File: src/hdl/internal_bus_pkg.sv
package internal_bus_pkg;
	localparam int ADDR_WIDTH = 6;
	localparam int DATA_WIDTH = 32;
	localparam int REG_COUNT = 64;
	localparam int MEM_CMD_WIDTH = 4;
	localparam int CTRL_WIDTH = 3;
	localparam int DEST_CLOCK_WIDTH = 2;

	// register map
	localparam logic [5:0] ADDR_PREFETCH = 6'h00;
	localparam logic [5:0] ADDR_UNUSED_02 = 6'h02;
	localparam logic [5:0] ADDR_SYSTEM_IDENTIFICATION = 6'h03;
	localparam logic [5:0] ADDR_RX_STATUS = 6'h04;
	localparam logic [5:0] ADDR_TX_STATUS = 6'h06;
	localparam logic [5:0] ADDR_DATAPATH_DQ = 6'h08;
	localparam logic [5:0] ADDR_CLOCK_STATUS = 6'h0A;
	localparam logic [5:0] ADDR_RSVD_11 = 6'h11;
	localparam logic [5:0] ADDR_RSVD_1F = 6'h1F;
	localparam logic [5:0] ADDR_MICRO_STACK = 6'h20;
	localparam logic [5:0] ADDR_RSVD_27 = 6'h27;
	localparam logic [5:0] ADDR_RSVD_3F = 6'h3F;

	// bus and console control codes
	localparam logic [2:0] CTL_NOP = 3'h0;
	localparam logic [2:0] CTL_UNUSED = 3'h1;
	localparam logic [2:0] CTL_ACK = 3'h2;
	localparam logic [2:0] CTL_CONT = 3'h3;
	localparam logic [2:0] CTL_READ_STEP = 3'h4;
	localparam logic [2:0] CTL_READ_CONST = 3'h5;
	localparam logic [2:0] CTL_WRITE_STEP = 3'h6;
	localparam logic [2:0] CTL_WRITE_CONST = 3'h7;

	// field positions of the status registers
	localparam int RX_DONE_BIT = 7;
	localparam int RX_IE_BIT = 6;
	localparam int TX_READY_BIT = 7;
	localparam int TX_IE_BIT = 6;
	localparam int CLK_INTR_REQ_BIT = 7;
	localparam int CLK_IE_BIT = 6;
	localparam int CLK_SINGLE_BIT = 5;
	localparam int CLK_XFER_BIT = 4;

	localparam logic RX_IE_RESET = 1'b0;
	localparam logic TX_IE_RESET = 1'b0;
	localparam logic CLK_IE_RESET = 1'b0;
	localparam logic CLK_SINGLE_RESET = 1'b0;
	localparam logic CLK_XFER_RESET = 1'b0;
	localparam logic [31:0] BUS_RESET = 32'h0000_0000;

	// arbitrary neutral value
	localparam logic [31:0] SYSTEM_IDENTIFICATION_DEFAULT = 32'h0000_5A5A;

	typedef enum {SRC_PREFETCH, SRC_DATAPATH, SRC_REGISTER, SRC_CONSOLE,
		SRC_NONE} bus_source_type;
endpackage

File: src/hdl/reg_address_decoder.sv
`timescale 1ns/1ps
module reg_address_decoder
	import internal_bus_pkg::*;
(
	input wire logic [ADDR_WIDTH-1:0] address,
	input wire logic enable,
	input wire logic maintenance,
	output logic [REG_COUNT-1:0] select,
	output logic hit
);
	logic reserved;

	// unused and reserved slots select nothing
	assign reserved = (address == ADDR_UNUSED_02) ||
		(address == ADDR_RSVD_11) || (address == ADDR_RSVD_1F) ||
		(address == ADDR_RSVD_27) || (address == ADDR_RSVD_3F);

	// the datapath slot answers only under console control
	assign hit = enable && !reserved &&
		((address != ADDR_DATAPATH_DQ) || maintenance);

	always_comb
	begin
		select = '0;
		if (hit)
		begin
			select[address] = 1'b1;
		end
	end
endmodule

File: src/hdl/internal_register_bus_control.sv
`timescale 1ns/1ps
// Notes on behaviour
// - transfers take data from the source register, deliver into destination
// - accelerator snapshots prefetch data moving to the destination register
// - six-bit address picks the one register used by this transfer
// - 64-slot map; unused and reserved slots select nothing
// - direction high: register drives bus; low: register loads bus
// - 32 data lines, six address lines and one direction line
// - left and right copies of address and direction, equal
// - function-select bit picks memory or internal-bus control
// - function-select low forces address and direction zero, prefetch on bus
// - function-select low: field is a memory command, no register access
// - destination clock field picks when destination loads, except on writes and in maintenance
// - codes 4,5 read and 6,7 write by step counter or constant
// - address comes from step counter or microword constant
// - code 0 no-op, 1 unused, 2 acknowledge, 3 continue
// - maintenance select hands address, direction, data to console
// - console reaches control store, stack and registers without microcode
// - datapath slot 08 answers only in maintenance
module internal_register_bus_control
	import internal_bus_pkg::*;
#(
	parameter logic [31:0] SYSTEM_IDENTIFICATION = SYSTEM_IDENTIFICATION_DEFAULT
)
(
	input wire logic mclk,
	input wire logic resetn,
	input wire logic clockEnable,
	input wire logic functionSelectBit,
	input wire logic [MEM_CMD_WIDTH-1:0] memoryControlField,
	input wire logic [DEST_CLOCK_WIDTH-1:0] destinationClockField,
	input wire logic [ADDR_WIDTH-1:0] microwordConstantField,
	input wire logic [ADDR_WIDTH-1:0] stepCounterRegister,
	input wire logic [DATA_WIDTH-1:0] sourceRegisterData,
	input wire logic [DATA_WIDTH-1:0] prefetchBufferData,
	input wire logic consoleMaintenanceSelect,
	input wire logic [ADDR_WIDTH-1:0] consoleAddress,
	input wire logic consoleDirection,
	input wire logic consoleDataDrive,
	input wire logic [DATA_WIDTH-1:0] consoleData,
	input wire logic [DATA_WIDTH-1:0] externalReadData,
	input wire logic receiveDone,
	input wire logic transmitReady,
	input wire logic clockInterruptRequest,
	output logic [ADDR_WIDTH-1:0] leftRegisterAddress,
	output logic [ADDR_WIDTH-1:0] rightRegisterAddress,
	output logic leftDirectionLine,
	output logic rightDirectionLine,
	output logic [DATA_WIDTH-1:0] internalRegisterBus,
	output logic [REG_COUNT-1:0] registerReadSelect,
	output logic [REG_COUNT-1:0] registerLoadSelect,
	output logic registerLoad,
	output logic destinationLoad,
	output logic acceleratorSnapshot,
	output logic consoleAcknowledge,
	output logic consoleContinue,
	output logic memoryCommandValid,
	output logic [MEM_CMD_WIDTH-1:0] memoryCommand,
	output logic receiveInterruptEnable,
	output logic transmitInterruptEnable,
	output logic clockInterruptEnable,
	output logic clockSingleStep,
	output logic clockTransfer
);
	typedef struct packed {
		logic [ADDR_WIDTH-1:0] address;
		logic direction;
		logic [DATA_WIDTH-1:0] busData;
		logic [REG_COUNT-1:0] loadSelect;
		logic registerLoad;
		logic destinationLoad;
		logic snapshot;
		logic ack;
		logic cont;
		logic memValid;
		logic [MEM_CMD_WIDTH-1:0] memCmd;
		logic rxIe;
		logic txIe;
		logic clkIe;
		logic clkSingle;
		logic clkXfer;
	} state_type;

	localparam state_type STATE_RESET = '{
		address: ADDR_PREFETCH,
		direction: 1'b0,
		busData: BUS_RESET,
		loadSelect: '0,
		registerLoad: 1'b0,
		destinationLoad: 1'b0,
		snapshot: 1'b0,
		ack: 1'b0,
		cont: 1'b0,
		memValid: 1'b0,
		memCmd: '0,
		rxIe: RX_IE_RESET,
		txIe: TX_IE_RESET,
		clkIe: CLK_IE_RESET,
		clkSingle: CLK_SINGLE_RESET,
		clkXfer: CLK_XFER_RESET
	};

	state_type state;
	state_type next_state;

	logic [ADDR_WIDTH-1:0] workAddress;
	logic workDirection;
	logic access;
	logic readHit;
	logic writeHit;
	logic [REG_COUNT-1:0] writeSelect;
	logic [DATA_WIDTH-1:0] readValue;
	logic [DATA_WIDTH-1:0] writeValue;
	logic destClockActive;
	bus_source_type busSource;

	assign destClockActive = (destinationClockField != '0);

	// choose who controls the bus this cycle; console wins
	always_comb
	begin
		workAddress = ADDR_PREFETCH;
		workDirection = 1'b0;
		access = 1'b0;
		if (consoleMaintenanceSelect)
		begin
			workAddress = consoleAddress;
			workDirection = consoleDirection;
			access = 1'b1;
		end
		else if (functionSelectBit)
		begin
			case (memoryControlField[CTRL_WIDTH-1:0])
				CTL_READ_STEP, CTL_READ_CONST, CTL_WRITE_STEP,
				CTL_WRITE_CONST:
				begin
					// low code bit picks the constant, middle bit a write
					workAddress = memoryControlField[0] ?
						microwordConstantField : stepCounterRegister;
					workDirection = !memoryControlField[1];
					access = 1'b1;
				end
				// codes 0-3: no register access, prefetch data holds the bus
				default: access = 1'b0;
			endcase
		end
	end

	// read decoder faces the addressed registers this cycle
	reg_address_decoder readDecoder (
		.address(workAddress),
		.enable(access && workDirection),
		.maintenance(consoleMaintenanceSelect),
		.select(registerReadSelect),
		.hit(readHit)
	);

	reg_address_decoder writeDecoder (
		.address(workAddress),
		.enable(access && !workDirection),
		.maintenance(consoleMaintenanceSelect),
		.select(writeSelect),
		.hit(writeHit)
	);

	// value driven by the addressed register; empty slots read zero
	always_comb
	begin
		readValue = '0;
		if (readHit)
		begin
			case (workAddress)
				ADDR_PREFETCH: readValue = prefetchBufferData;
				ADDR_SYSTEM_IDENTIFICATION: readValue = SYSTEM_IDENTIFICATION;
				ADDR_DATAPATH_DQ: readValue = sourceRegisterData;
				ADDR_RX_STATUS:
					readValue[RX_DONE_BIT:RX_IE_BIT] =
						{receiveDone, state.rxIe};
				ADDR_TX_STATUS:
					readValue[TX_READY_BIT:TX_IE_BIT] =
						{transmitReady, state.txIe};
				ADDR_CLOCK_STATUS:
					readValue[CLK_INTR_REQ_BIT:CLK_XFER_BIT] =
						{clockInterruptRequest, state.clkIe,
						state.clkSingle, state.clkXfer};
				default: readValue = externalReadData;
			endcase
		end
	end

	// writes come from the source register unless the console drives
	assign writeValue = (consoleMaintenanceSelect && consoleDataDrive) ?
		consoleData : sourceRegisterData;

	always_comb
	begin
		busSource = SRC_PREFETCH;
		if (access && workDirection)
		begin
			busSource = readHit ? SRC_REGISTER : SRC_NONE;
		end
		else if (access)
		begin
			busSource = (consoleMaintenanceSelect && consoleDataDrive) ?
				SRC_CONSOLE : SRC_DATAPATH;
		end
	end

	always_comb
	begin
		next_state = state;
		next_state.registerLoad = 1'b0;
		next_state.loadSelect = '0;
		next_state.destinationLoad = 1'b0;
		next_state.snapshot = 1'b0;
		next_state.ack = 1'b0;
		next_state.cont = 1'b0;
		next_state.memValid = 1'b0;
		next_state.address = workAddress;
		next_state.direction = workDirection;
		case (busSource)
			SRC_PREFETCH: next_state.busData = prefetchBufferData;
			SRC_REGISTER: next_state.busData = readValue;
			SRC_DATAPATH: next_state.busData = sourceRegisterData;
			SRC_CONSOLE: next_state.busData = consoleData;
			default: next_state.busData = '0;
		endcase
		if (!consoleMaintenanceSelect && !functionSelectBit)
		begin
			next_state.memValid = 1'b1;
			next_state.memCmd = memoryControlField;
		end
		if (!consoleMaintenanceSelect && functionSelectBit)
		begin
			next_state.ack = (memoryControlField[2:0] == CTL_ACK);
			next_state.cont = (memoryControlField[2:0] == CTL_CONT);
		end
		// the destination register loads at its own clock field unless a write runs; in maintenance only on a write to slot 08
		next_state.destinationLoad = consoleMaintenanceSelect ?
			(writeHit && workAddress == ADDR_DATAPATH_DQ) :
			(destClockActive && !(access && !workDirection));
		next_state.snapshot = next_state.destinationLoad &&
			(busSource == SRC_PREFETCH ||
			(busSource == SRC_REGISTER &&
			workAddress == ADDR_PREFETCH));
		if (writeHit)
		begin
			next_state.registerLoad = 1'b1;
			next_state.loadSelect = writeSelect;
			case (workAddress)
				ADDR_RX_STATUS: next_state.rxIe = writeValue[RX_IE_BIT];
				ADDR_TX_STATUS: next_state.txIe = writeValue[TX_IE_BIT];
				ADDR_CLOCK_STATUS: {next_state.clkIe, next_state.clkSingle,
					next_state.clkXfer} = writeValue[CLK_IE_BIT:CLK_XFER_BIT];
				default: next_state.rxIe = state.rxIe;
			endcase
		end
	end

	always_ff @(posedge mclk or negedge resetn)
	begin
		if (!resetn)
		begin
			state <= STATE_RESET;
		end
		else if (clockEnable)
		begin
			state <= next_state;
		end
	end

	// both copies carry the same address and direction
	assign leftRegisterAddress = state.address;
	assign rightRegisterAddress = state.address;
	assign leftDirectionLine = state.direction;
	assign rightDirectionLine = state.direction;
	assign internalRegisterBus = state.busData;
	assign registerLoadSelect = state.loadSelect;
	assign registerLoad = state.registerLoad;
	assign destinationLoad = state.destinationLoad;
	assign acceleratorSnapshot = state.snapshot;
	assign consoleAcknowledge = state.ack;
	assign consoleContinue = state.cont;
	assign memoryCommandValid = state.memValid;
	assign memoryCommand = state.memCmd;
	assign receiveInterruptEnable = state.rxIe;
	assign transmitInterruptEnable = state.txIe;
	assign clockInterruptEnable = state.clkIe;
	assign clockSingleStep = state.clkSingle;
	assign clockTransfer = state.clkXfer;
endmodule

File: config.mk
export PLATFORM = sky130hd
export DESIGN_NAME = internal_register_bus_control
export DESIGN_NICKNAME = d
export VERILOG_FILES = /design/src/hdl/internal_bus_pkg.sv /design/src/hdl/reg_address_decoder.sv /design/src/hdl/internal_register_bus_control.sv
export SDC_FILE = /design/constraint.sdc
export NUM_CORES = 1
export LEC_CHECK = 0
export BUFFER_PORTS_ARGS = -buffer_cell sky130_fd_sc_hd__buf_2
export CAP_MARGIN = 20
export CELL_PAD_IN_SITES_DETAIL_PLACEMENT = 0
export CELL_PAD_IN_SITES_GLOBAL_PLACEMENT = 1
export CORE_ASPECT_RATIO = 1.25
export CORE_UTILIZATION = 30
export CTS_CLUSTER_SIZE = 8
export DETAILED_ROUTE_END_ITERATION = 8
export GPL_ROUTABILITY_DRIVEN = 1
export PLACE_DENSITY = 0.81
export SLEW_MARGIN = 10
export SYNTH_ARGS = -nofsm -noshare
export SYNTH_HDL_FRONTEND = slang
export SYNTH_HIERARCHICAL = 1
export SYNTH_SLANG_ARGS = --single-unit
File: constraint.sdc
create_clock -name mclk -period 2.2 [get_ports mclk]
set_input_delay 0.22 -clock mclk [delete_from_list [all_inputs] [get_ports mclk]]
set_output_delay 0.22 -clock mclk [all_outputs]
set_load 0.005 [all_outputs]
# Yosys cells after proc, flatten, opt, wreduce, memory -nomap -nowiden
# Index checks and enable logic that the tools add are counted.
# op_classes
n_lt_le_gt_ge	2
n_eq_ne	21
mux	28
n_reduce_logical	37
# op_table
op	n
one-hot mux 32 bit (4 select lines)	1
one-hot mux 24 bit (4 select lines)	1
two-way mux 65 bit	1
== test 32 x 2 -> 1 bit (second input constant)	2
zero test 32 bit	2
two-way mux 64 bit	1
== test 32 x 1 -> 1 bit (second input constant)	1
== test 32 x 3 -> 1 bit (second input constant)	1
two-way mux 32 bit	1
two-way mux 6 bit	4
one-hot mux 4 bit (4 select lines)	1
logical AND 1 bit	14
== test 3 bit (second input constant)	4
== test 6 x 2 -> 1 bit (second input constant)	2
== test 6 x 3 -> 1 bit (second input constant)	2
== test 6 x 4 -> 1 bit (second input constant)	2
== test 6 x 5 -> 1 bit (second input constant)	2
== test 6 bit (second input constant)	2
one-hot mux 2 bit (6 select lines)	1
one-hot mux 2 bit (5 select lines)	1
AND reduction 3 bit	3
two-way mux 1 bit	8
< comparator 6 x 7 -> 1 bit (second input constant)	1
two-way mux 7 bit	1
other kinds (15)	29
# word_totals
regBits	118
inputBits	162
output_inout_bits	189
wordCells	104

# Longest topological paths before layout
# logic_depth
ltp_word	19
depth_mapped	15
mapped_depth_nobuf	10

# Cells and area by module
# Netlist, hierarchy kept.
# by_module_without_submodules
module	instances	cells_each	area_per_inst_um2	seq_area_each_um2
internal_register_bus_control	1	741	6530.0	2952.8
reg_address_decoder (readDecoder)	1	125	635.6	0.0
reg_address_decoder (writeDecoder)	1	103	494.2	0.0

# Worst setup path before layout
# Ideal clock, no wire load.
# synth_timing
path_type	input -> register
from	input port memoryControlField[0]
to	register state, in the netlist internalRegisterBus[11]
setup_ns	0.077
t_arrival_ns	2.892
required_time_ns	2.123
path_slack_ns	-0.768
path_stages	12
path_cell_list	mux2_2 a22oi_4 inv_2 clkbuf_1 buf_2 nand3_1 nor2_1 nor4_1 nand3_1 nor3_1 a221oi_1 o21ai_1
# synth_rtl
item	line	rtl
start, declared	internal_register_bus_control.sv:30	input wire logic [MEM_CMD_WIDTH-1:0] memoryControlField,
end signal, assigned	internal_register_bus_control.sv:268	state <= next_state;
end, declared	internal_register_bus_control.sv:103	state_type state;

==> reports/results.ini <==
[drt]
drt_first_pass_iters=5
avgRoutedWirePerCell_um=18.5
via_per_inst=5.17
wl_um=32200
antenna_left=0
drt_iter0_drc=404
drt_drc_violations_left=0
vias=8999

[pwr]
p_switching_w=0.00228
power.density_nw_per_um2=606
seqPwrFrac=0.340
ir_drop_mv=0.459
leakage_nw=5.64
clock_power_share=0.405
swShare=0.318
internal_power_w=0.00488
p_total_w=0.00716
pwr-share-comb=0.255

[floorplanning]
dieArea_sq_um=26200
die_w_um=145
core-area_sq_um=25100
die_y_um=181
rows=65
ioPinCount=351
initial_core_util=0.305

[yosys]
ys.warnings.count=6
async_reset_ff_frac=1.00
ys_seq_elements=118
synth.area.top_cells=dfrtp_1 (39%), nor2_1 (6.6%), o21ai_0 (6.3%), nand3_1 (5.7%), nand2_1 (4.0%)
synth-edff-count=0
syn_area_per_cell_sq_um=7.90
synth_area_sq_um=7660
synthDominantCellAreaShare=0.385
yosysTopAreaCell=dfrtp_1
ys_seq_area_frac=0.385
synthCells=969
synth_top_flop_cell=dfrtp_1
ys_types=66

[cells_and_area]
final_area_sq_um=11800
layout-drive-gt1-share=0.441
fin_nets=1545
stdcell_count=1739
finish.utilization=0.470
syn_to_final_growth_pct=54.2

[clock_network]
cts_buffer_depth=2
numCtsBuffers=17
cts.root.buffer_cell=clkbuf_16
cts_tree=yes
clkSinkCount=118
cts_max_level=4
clk_latency_ns=0.42
clkTransAtPathRegs_ns=0.06

[worst_setup_path]
path_max_fanout=6
worstPathArrival_ns=2.56
crit_slowest_cell=or3_4
crit_path_max_incr_delay_ns=0.38
crit_start=consoleMaintenanceSelect
startpoint_type=input port
worst-path-buf-inv=4
ff2ff_setup_slack_ns=1.13
worstSetupPathType=in2reg
path_common_cell=buf_6
reg2reg_depth=3
required_ns=2.51
end_kind=flop
r2r_start=clockInterruptEnable$_DFFE_PN0P_
crit_path_cell_trace=buf_2 -> nand3b_1 -> buf_6 -> o21a_1 -> inv_2 -> buf_6 -> nor2b_4 -> or3b_1 -> nand3_2 -> nor3_4 -> nand2_1 -> or3_4 -> mux2_4
path_delay_family=simple AND/OR/NAND/NOR gates
r2r_end=internalRegisterBus[6]$_DFFE_PN0P_

[grt]
antenna_found_initial=8
gr-usage-all-layers=0.240
grt_pass1_vias=8589
grt_max_degree=65
gr-total-overflow=0
grt_pass1_wl_um=48700

[job]
maxCapViolCount=0

[timing]
post-route-period-util=1.02
fin_ws_ns=-0.0489
finClkSkew_ns=0.00711
fmax_mhz=445
tightest_slew_ns=0.984
worst_hold_slack_ns=0.0349
setup_viol=5
hold_viol_final=0
slew_headroom=0.343
rsz0062_at_grt=true
period_needed_ns=2.25
slew_violations=0

[place]
place.gp.congestion=0.849
placed_area_sq_um=10400
dp_hpwl_um=23300
dp_cells=1664
place.port_buffers=345

[hold_path]
min_from=memoryControlField[3]
hold_path_end=memoryCommand[3]$_DFFE_PN0P_
hold_class=in2reg
hold_depth=2

[outcome]
failed_checks=setup timing
status=complete, but fails checks

-- per-layer routing --
layer,vias up,GRT usage,share of wire
li1,4251,-,-
met1,4264,0.281,0.39
met2,404,0.412,0.50
met3,76,0.0592,0.070
met4,4,0.109,0.035
met5,-,0,0.00071
-- sequential cells by signal, summed over array words and instances, names as in the netlist, 4 cells and up --
name / cells
internalRegisterBus: 32
registerLoadSelect: 64
memoryCommand: 4
leftRegisterAddress: 6
-- power by group through the flow --
stage	Combinational, W	Clock [W]	Sequential (W)
after floorplan	0.000848	0	0.00246
after global placement	0.00161	0	0.00247
after detailed placement	0.00163	0	0.00246
after CTS	0.00171	0.00295	0.00243
after global routing	0.00198	0.00304	0.00245
final	0.00183	0.00290	0.00243
-- what timing repair did --
action                                  CTS  global route
endpoints found under the setup margin  112           123
gates resized for setup                  25            55
hold buffers                              1             0
pin swaps                                10            24
endpoints found under the hold margin    54             0
setup buffers                            14            19
cloned                                    2             0
-- layout make-up --
type,instances,area [sq um]
flip-flops and latches,118,2950
well taps,335,419
clock buffers,18,439
multi-input cells,692,4480
clock inverters,14,163
fillers,2464,13300
repair buffers,479,3050
inverters,75,289
diodes,8,20.0
-- how the worst max path moves through the flow --
stage | cells after the start | endpoint
finish | 13 | receiveInterruptEnable$_DFFE_PN0P_
global route | 16 | internalRegisterBus[9]$_DFFE_PN0P_
CTS | 13 | internalRegisterBus[3]$_DFFE_PN0P_
detailed placement | 12 | registerLoadSelect[58]$_DFFE_PN0P_
global placement | 12 | registerLoadSelect[57]$_DFFE_PN0P_
floorplan | 12 | receiveInterruptEnable$_DFFE_PN0P_
-- kinds of logic (layout without fill, tap and decap cells) --
group | count (synthesis) | count (layout) | synth area share
AO/OA/AOI/OAI | 276 | 276 | 0.248
multiplexers | 17 | 17 | 0.0245
flip-flops | 118 | 118 | 0.385
AND/OR/NAND/NOR | 389 | 389 | 0.241
other | 2 | 18 | 0.000980
buffers and inverters | 167 | 586 | 0.0995
-- cell usage after synthesis (6+ instances only) --
cell type / instances
o21ai_1: 6
nor3_1: 9
buf_2: 14
o21a_1: 6
a22oi_1: 25
mux2_2: 10
buf_4: 23
a221oi_1: 35
o2bb2ai_1: 23
nand3_1: 87
clkbuf_1: 45
a21o_1: 8
nor2b_1: 15
inv_1: 70
nand3b_1: 6
nand2b_1: 9
nand4_1: 8
nor2_1: 135
nand2_1: 82
mux2i_1: 6
o21ai_0: 96
a21oi_1: 25
dfrtp_1: 118
a22o_1: 26
-- cell usage in the layout (no fill, tap or decap), drive strengths merged, types with 4 or more instances in the layout --
cell and instances:
o2bb2ai 23, o31ai 4, or2 4, nor2b 15
buf 476, nand2b 9, mux2i 6, a31oi 5
o21a 6, nand4 9, nand3 87, a22oi 26
dfrtp 118, conb 10, mux2 11, nor3 9
a21oi 25, nor4 6, a221oi 35, inv 82
nand3b 6, nand2 82, o21ai 102, and3 5
a22o 26, a21o 8, clkbuf 18, nor2 138
diode 8
-- metrics by stage --
stage / TNS, ns / setup WS (ns)
after floorplan: -29.02 / -0.401
after CTS: -0.00208 / -0.00208
after global placement: -49.87 / -0.587
final: -0.146 / -0.0489
after detailed placement: -57.64 / -0.656
after global routing: -1.19 / -0.136
Power figures use the tool's default switching activity.
